## config.mk

```make
export PLATFORM = sky130hd
export DESIGN_NAME = ccu_regs
export DESIGN_NICKNAME = d
export VERILOG_FILES = /design/src/ccu_pkg.sv /design/src/ccu_pwr_if.sv /design/src/ccu_pwr_out.sv /design/src/ccu_sync2.sv /design/src/ccu_regs.sv
export VERILOG_INCLUDE_DIRS = /design/src
export SDC_FILE = /design/constraint.sdc
export NUM_CORES = 1
export LEC_CHECK = 0
export BUFFER_PORTS_ARGS = -buffer_cell sky130_fd_sc_hd__buf_4
export CAP_MARGIN = 20
export CELL_PAD_IN_SITES_DETAIL_PLACEMENT = 0
export CELL_PAD_IN_SITES_GLOBAL_PLACEMENT = 1
export CORE_ASPECT_RATIO = 1.5
export CORE_MARGIN = 8
export CORE_UTILIZATION = 27
export DETAILED_ROUTE_END_ITERATION = 16
export HOLD_SLACK_MARGIN = 0.03
export PLACE_DENSITY_LB_ADDON = 0.1
export RECOVER_POWER = 50
export REMOVE_ABC_BUFFERS = 1
export SLEW_MARGIN = 20
export SYNTH_ARGS = -nofsm -noshare
export SYNTH_HDL_FRONTEND = slang
export SYNTH_HIERARCHICAL = 1
export SYNTH_SLANG_ARGS = --single-unit
```

## constraint.sdc

```tcl
create_clock -name SYS_CLK_I -period 1.8 [get_ports SYS_CLK_I]
set_input_delay 0.09 -clock SYS_CLK_I [delete_from_list [all_inputs] [get_ports SYS_CLK_I]]
set_output_delay 0.09 -clock SYS_CLK_I [all_outputs]
set_load 0.005 [all_outputs]
```

## src/ccu_params.svh

```systemverilog
`ifndef CCU_PARAMS_SVH
`define CCU_PARAMS_SVH

// ----------------------------------------------------------------
// Register offsets (byte addresses on the plain register port).
// ----------------------------------------------------------------
`define CCU_OFS_CONFIG 8'h04
`define CCU_OFS_PWRSTAT 8'h08
`define CCU_OFS_ACCESS 8'h0C

// ----------------------------------------------------------------
// Field positions.
// ----------------------------------------------------------------
`define CCU_CFG_SIZE1_LSB 12
`define CCU_CFG_SIZE0_LSB 8
`define CCU_CFG_COH1_BIT 5
`define CCU_CFG_COH0_BIT 4
`define CCU_CFG_NPROC_BIT 0
`define CCU_PS_P1_LSB 8
`define CCU_PS_P0_LSB 0

// ----------------------------------------------------------------
// Encodings and reset values.
// ----------------------------------------------------------------
`define CCU_SIZE_MAX 4'h5
`define CCU_PS_RESET 2'h0
`define CCU_ACC_RESET 2'h3

`endif

```

## src/ccu_pkg.sv

```systemverilog
package ccu_pkg;

	// Two-bit power status of one processor.
	typedef logic [1:0] ccu_pstat_t;

	// Decoded meaning of a power status field.
	typedef enum logic [1:0] {
		CCU_PWR_ON,
		CCU_PWR_DORMANT,
		CCU_PWR_OFF
	} ccu_pmode_e;

endpackage

```

## src/ccu_pwr_if.sv

```systemverilog
`timescale 1ns/10ps
`default_nettype none

// Carries the stored status and the per-processor wait state to the output stage.
interface ccu_pwr_if;
	logic [1:0] status0;
	logic [1:0] status1;
	logic [1:0] wait_for_interrupt_state;
	logic [3:0] ctl;
	modport src (output status0, output status1, output wait_for_interrupt_state, input ctl);
	modport dst (input status0, input status1, input wait_for_interrupt_state, output ctl);
endinterface

`default_nettype wire

```

## src/ccu_pwr_out.sv

```systemverilog
`timescale 1ns/10ps
`default_nettype none
`include "ccu_params.svh"

// Drives the power-control bus for both processors.
module ccu_pwr_out (
	input wire logic clk_i,
	input wire logic nrst_i,
	ccu_pwr_if.dst pw
);
	typedef struct packed {
		logic [3:0] ctl;
	} ccu_po_s;

	ccu_po_s st;
	ccu_po_s next_st;

	// Decode a status field: a leading zero keeps power, 10 dormant, 11 off.
	function automatic logic [1:0] ccu_dec(input logic [1:0] s);
		ccu_pkg::ccu_pmode_e m;
		m = ccu_pkg::CCU_PWR_ON;
		if (s[1]) begin
			m = s[0] ? ccu_pkg::CCU_PWR_OFF : ccu_pkg::CCU_PWR_DORMANT;
		end
		return {m == ccu_pkg::CCU_PWR_OFF, m == ccu_pkg::CCU_PWR_DORMANT};
	endfunction

	// The bus is only live while its processor waits; otherwise it asks for nothing.
	always_comb begin
		next_st = st;
		next_st.ctl[1:0] = pw.wait_for_interrupt_state[0] ? ccu_dec(pw.status0) : 2'h0;
		next_st.ctl[3:2] = pw.wait_for_interrupt_state[1] ? ccu_dec(pw.status1) : 2'h0;
	end

	always_ff @(posedge clk_i) begin
		if (!nrst_i) begin
			st <= '0;
		end else begin
			st <= next_st;
		end
	end

	assign pw.ctl = st.ctl;
endmodule

`default_nettype wire

```

## src/ccu_sync2.sv

```systemverilog
`timescale 1ns/10ps
`default_nettype none

// Two-stage synchroniser for pin-level inputs.
module ccu_sync2 #(
	parameter int WIDTH = 1
) (
	input wire logic clk_i,
	input wire logic nrst_i,
	input wire logic [WIDTH-1:0] d_i,
	output logic [WIDTH-1:0] q_o
);
	typedef struct packed {
		logic [WIDTH-1:0] s1;
		logic [WIDTH-1:0] s2;
	} ccu_sy_s;

	ccu_sy_s st;
	ccu_sy_s next_st;

	// The first stage is read only by the second.
	always_comb begin
		next_st.s1 = d_i;
		next_st.s2 = st.s1;
	end

	always_ff @(posedge clk_i) begin
		if (!nrst_i) begin
			st <= '0;
		end else begin
			st <= next_st;
		end
	end

	assign q_o = st.s2;
endmodule

`default_nettype wire

```

## src/ccu_regs.sv

```systemverilog
// Decided for this implementation: the address map and strobed register access.
`timescale 1ns/10ps
`default_nettype none
`include "ccu_params.svh"

// Contract
// configuration register ignores all writes
// bits 15:12 give processor one cache size
// bits 11:8 give processor zero cache size
// only size codes zero to five reported
// coherency bit set when symmetric and present
// bit 5 processor one, bit 4 zero
// bit 0 set when two processors present
// status write needs writer's access bit
// status fields at bits 9:8 and 1:0
// 0x on, 10 dormant, 11 off
// status fields steer external power controller
// processor writes status before low power
// processor runs barrier then wait instruction
// power bus enabled only in wait state
// status fields remain readable at all times
// reserved bits read zero, writes ignored
module ccu_regs #(
	parameter logic [3:0] SIZE0 = 4'h4,
	parameter logic [3:0] SIZE1 = 4'h4,
	parameter logic TWO_PROC = 1'b1
) (
	input wire logic SYS_CLK_I,
	input wire logic NRST_I,
	input wire logic [7:0] ADDR_I,
	input wire logic [31:0] WDATA_I,
	input wire logic WR_I,
	input wire logic RD_I,
	input wire logic WR_CPU_I,
	output logic [31:0] RDATA_O,
	input wire logic [1:0] SYMMETRIC_I,
	input wire logic [1:0] WAIT_FOR_INTERRUPT_STATE_I,
	output logic [3:0] POWER_CONTROL_OUT_BUS_O
);
	// ----------------------------------------------------------------
	// State.
	// ----------------------------------------------------------------
	typedef struct packed {
		ccu_pkg::ccu_pstat_t ps0;
		ccu_pkg::ccu_pstat_t ps1;
		logic [1:0] access;
		logic [31:0] rdata;
	} ccu_rg_s;

	ccu_rg_s st;
	ccu_rg_s next_st;
	logic [1:0] sym_sync;
	logic [1:0] wfi_sync;
	logic [31:0] cfg_word;
	logic [31:0] ps_word;
	logic [1:0] present;

	ccu_pwr_if pwr ();

	// ----------------------------------------------------------------
	// Pin synchronisers.
	// ----------------------------------------------------------------
	ccu_sync2 #(.WIDTH(4)) u_sync (
		.clk_i(SYS_CLK_I),
		.nrst_i(NRST_I),
		.d_i({SYMMETRIC_I, WAIT_FOR_INTERRUPT_STATE_I}),
		.q_o({sym_sync, wfi_sync})
	);

	// Clamp a size code: reserved codes would mislead software, so they read as none.
	function automatic logic [3:0] ccu_size(input logic [3:0] c);
		return (c > `CCU_SIZE_MAX) ? 4'h0 : c;
	endfunction

	// ----------------------------------------------------------------
	// Read words.
	// ----------------------------------------------------------------
	// Processor one is absent in a single configuration, so its fields read zero.
	always_comb begin
		present = {TWO_PROC, 1'b1};
		cfg_word = 32'h0;
		cfg_word[`CCU_CFG_SIZE1_LSB +: 4] = TWO_PROC ? ccu_size(SIZE1) : 4'h0;
		cfg_word[`CCU_CFG_SIZE0_LSB +: 4] = ccu_size(SIZE0);
		cfg_word[`CCU_CFG_COH1_BIT] = sym_sync[1] & present[1];
		cfg_word[`CCU_CFG_COH0_BIT] = sym_sync[0] & present[0];
		cfg_word[`CCU_CFG_NPROC_BIT] = TWO_PROC;
		ps_word = 32'h0;
		ps_word[`CCU_PS_P1_LSB +: 2] = st.ps1;
		ps_word[`CCU_PS_P0_LSB +: 2] = st.ps0;
	end

	// ----------------------------------------------------------------
	// Register port.
	// ----------------------------------------------------------------
	// Status writes are gated per writer; the config offset has no write path.
	always_comb begin
		next_st = st;
		next_st.rdata = 32'h0;
		if (WR_I && ADDR_I == `CCU_OFS_PWRSTAT && st.access[WR_CPU_I]) begin
			next_st.ps0 = WDATA_I[`CCU_PS_P0_LSB +: 2];
			if (TWO_PROC) begin
				next_st.ps1 = WDATA_I[`CCU_PS_P1_LSB +: 2];
			end
		end
		if (WR_I && ADDR_I == `CCU_OFS_ACCESS) begin
			next_st.access = WDATA_I[1:0];
		end
		if (RD_I) begin
			unique case (ADDR_I)
				`CCU_OFS_CONFIG: next_st.rdata = cfg_word;
				`CCU_OFS_PWRSTAT: next_st.rdata = ps_word;
				`CCU_OFS_ACCESS: next_st.rdata = {30'h0, st.access};
				default: next_st.rdata = 32'h0;
			endcase
		end
	end

	always_ff @(posedge SYS_CLK_I) begin
		if (!NRST_I) begin
			st.ps0 <= `CCU_PS_RESET;
			st.ps1 <= `CCU_PS_RESET;
			st.access <= `CCU_ACC_RESET;
			st.rdata <= 32'h0;
		end else begin
			st <= next_st;
		end
	end

	assign RDATA_O = st.rdata;

	// ----------------------------------------------------------------
	// Power-control output.
	// ----------------------------------------------------------------
	// The stored fields are what the external controller acts on.
	assign pwr.status0 = st.ps0;
	assign pwr.status1 = st.ps1;
	assign pwr.wait_for_interrupt_state = wfi_sync & present;

	ccu_pwr_out u_out (
		.clk_i(SYS_CLK_I),
		.nrst_i(NRST_I),
		.pw(pwr.dst)
	);

	assign POWER_CONTROL_OUT_BUS_O = pwr.ctl;
endmodule

`default_nettype wire

```

==> impl_metrics.py <==
metrics = {
    "status": {
        "outcome": "completed",
    },
    "sta": {
        "fin_crit_ps": 1310,
        "clock_skew_ps": 2.93,
        "finalHoldViolCount": 0,
        "finalSetupTns_ps": 0,
        "finalMaxSlewViolations": 0,
        "max_freq_ghz": 0.761,
        "finalSetupViolCount": 0,
        "setup_slack_ps": 486,
        "rsz0062_at_grt": "false",
        "fin_crit_sh": 0.730,
    },
    "worst_setup_path": {
        "end_kind": "flip-flop",
        "start_kind": "input port",
        "crit_type": "input port to flip-flop",
        "crit_arrival_ps": 1510,
        "critPathRequiredTime_ps": 2000,
        "cp_max_fo": 4,
    },
    "place": {
        "dp_cells": 176,
        "pre_cts_ws_ps": 186,
        "place_congestion": 0.687,
        "place_hpwl_um": 1830,
        "portBuffers": 32,
    },
    "synthesis": {
        "yosys.area_share.simple": 0.244,
        "synth_area_per_cell_um2": 10.3,
        "yosys_warnings": 6,
        "synth_compound_area_frac": 0.0112,
        "synth_seq_area_share": 0.447,
        "synth-seq-cells": 25,
        "synth_xor_area_frac": 0,
        "async_flop_share": 0,
        "synth.distinct_cells": 20,
        "synth_area_um2": 1120,
        "yosys_most_used_dff": "dfxtp_1",
        "postSynthCellCount": 109,
        "muxShareOfSynthArea": 0.0727,
        "yosys.area_share.adder": 0,
        "synth_top_family_by_area": "simple AND/OR/NAND/NOR gates",
        "synth_edf_count": 0,
    },
    "detailed_routing": {
        "wl_per_cell_um": 12.3,
        "drc": 0,
        "routed_wl_um": 2260,
        "first_iter_violations": 15,
        "antenna_left": 0,
        "first_pass_iters": 2,
        "vias_per_cell": 3.90,
        "vias": 717,
    },
    "cells_and_area": {
        "fill_cells": 408,
        "drive_gt1_frac": 0.288,
        "area_growth_pct": 19.8,
        "final_cells": 184,
        "diodes": 0,
        "fin_nets": 189,
        "area.sequential_um2": 500,
        "multiInputGateArea_um2": 457,
        "fin_util": 0.338,
    },
    "clock_network": {
        "clock_path_buffers": 2,
        "cts_resized": 0,
        "root_buffer": "clkbuf_8",
        "numClockSinks": 25,
        "hold_buffers": 4,
        "cts_max_level": 1,
        "clk_latency_ps": 260,
        "cts_tree": "done",
        "cts-buffers-inserted": 3,
        "cts.reportedPaths.clkPinSlew_ps": 90,
        "post_cts_buffers": 0,
    },
    "power": {
        "p_per_area_nw_per_um2": 728,
        "p_leak_nw": 0.612,
        "ir_drop_uv": 333,
    },
    "die": {
        "dieHeight_um": 94.8,
        "die_w_um": 68.6,
        "dieArea_um2": 6500,
        "ios": 85,
        "rows": 28,
        "start_util": 0.283,
        "core_area_um2": 3960,
    },
    "min_path": {
        "hold_class": "input port to flip-flop",
    },
    "global_route": {
        "gr-total-overflow": 0,
        "grt_pass1_vias": 734,
        "grt_pass1_wl_um": 3280,
        "antenna_found_initial": 0,
        "grt.total_usage": 0.0663,
        "grt_max_degree": 26,
    },
    "job": {
        "cap_violations": 0,
    },
}
-- logic make-up (layout without fill, tap and decap cells) --
kind of cell	count (synthesis)	after routing
compound gates	2	2
buf+inv	34	41
flops	25	25
mux	8	8
other cells	1	24
simple gates	39	39
-- cells in the mapped netlist (2+ instances only) --
library cell,number,share of area
mux2i_1,7,0.063
nor2b_1,5,0.028
dfxtp_1,25,0.45
buf_4,32,0.21
and2_1,8,0.045
and4_1,4,0.031
nand2_1,11,0.037
and3_1,4,0.022
and4b_1,2,0.018
-- final cells by class --
type / instances / share of cell area
Clock inverter: 1 / 0.00373
Multi-Input combinational cell: 73 / 0.341
Inverter: 1 / 0.00280
Sequential cell: 25 / 0.373
Tap cell: 45 / 0.0420
Timing Repair Buffer: 36 / 0.206
Clock buffer: 3 / 0.0308
-- critical path, cell delays in order --
cell,delay [ps]
buf_4,110
or4_4,580
nor4b_4,500
mux2i_1,230
-- stage by stage --
stage          hold slack [ps]  cell area, um2  power (mW)
3_5_place_dp               303            1260       0.655
5_1_grt                   74.1            1340        1.02
6_report                  71.8            1340       0.976
2_1_floorplan              212             961       0.607
4_1_cts                   71.6            1340       0.990
3_3_place_gp               293            1260       0.655
-- flip-flops by register name (all words and copies together) (netlist names) --
register / cells
u_sync/next_st: 4
u_sync/q_o: 4
pwr.status0: 2
pwr.status1: 2
u_out/pw.ctl: 4
st: 2
RDATA_O: 7
-- cell usage in the layout (no fill, tap or decap), types with 2 or more instances in the layout --
cell / netlist / routed
dfxtp_1: 25 / 25
conb_1: 1 / 24
buf_4: 32 / 22
nand2_1: 11 / 11
clkbuf_4: 0 / 9
and2_1: 8 / 8
mux2i_1: 7 / 7
nor2b_1: 5 / 5
and3_1: 4 / 4
and4_1: 4 / 4
dlygate4sd3_1: 0 / 4
clkbuf_8: 0 / 3
and4b_1: 2 / 2
-- per-layer routing --
layer  global-route usage  wire (um)  share of wire
met1               0.0709        937           0.42
met3               0.0225        193          0.086
met4               0.0360         40          0.018
met5                    0          0              0
met2                0.110       1080           0.48
-- power breakdown --
part	internal [mW]	leakage (nW)	switching [mW]
Clock	0.155	0.0255	0.172
Combinational	0.0458	0.383	0.0405
Sequential	0.561	0.203	0.00238
Total	0.761	0.612	0.215
-- path summary, 6_finish.rpt --
path	from	end	slack (ps)	cells past startpoint
max	ADDR_I[1]	pwr.status0[1]$_SDFFE_PN0P_	490	4
min	WDATA_I[9]	pwr.status1[1]$_SDFFE_PN0P_	70	3
max reg2reg	st[32]$_SDFFE_PN1P_	pwr.status0[1]$_SDFFE_PN0P_	580	3
min reg2reg	u_sync/next_st[0]$_SDFF_PN0_	u_sync/q_o[0]$_SDFF_PN0_	440	1
(Power assumes the default switching activity.)
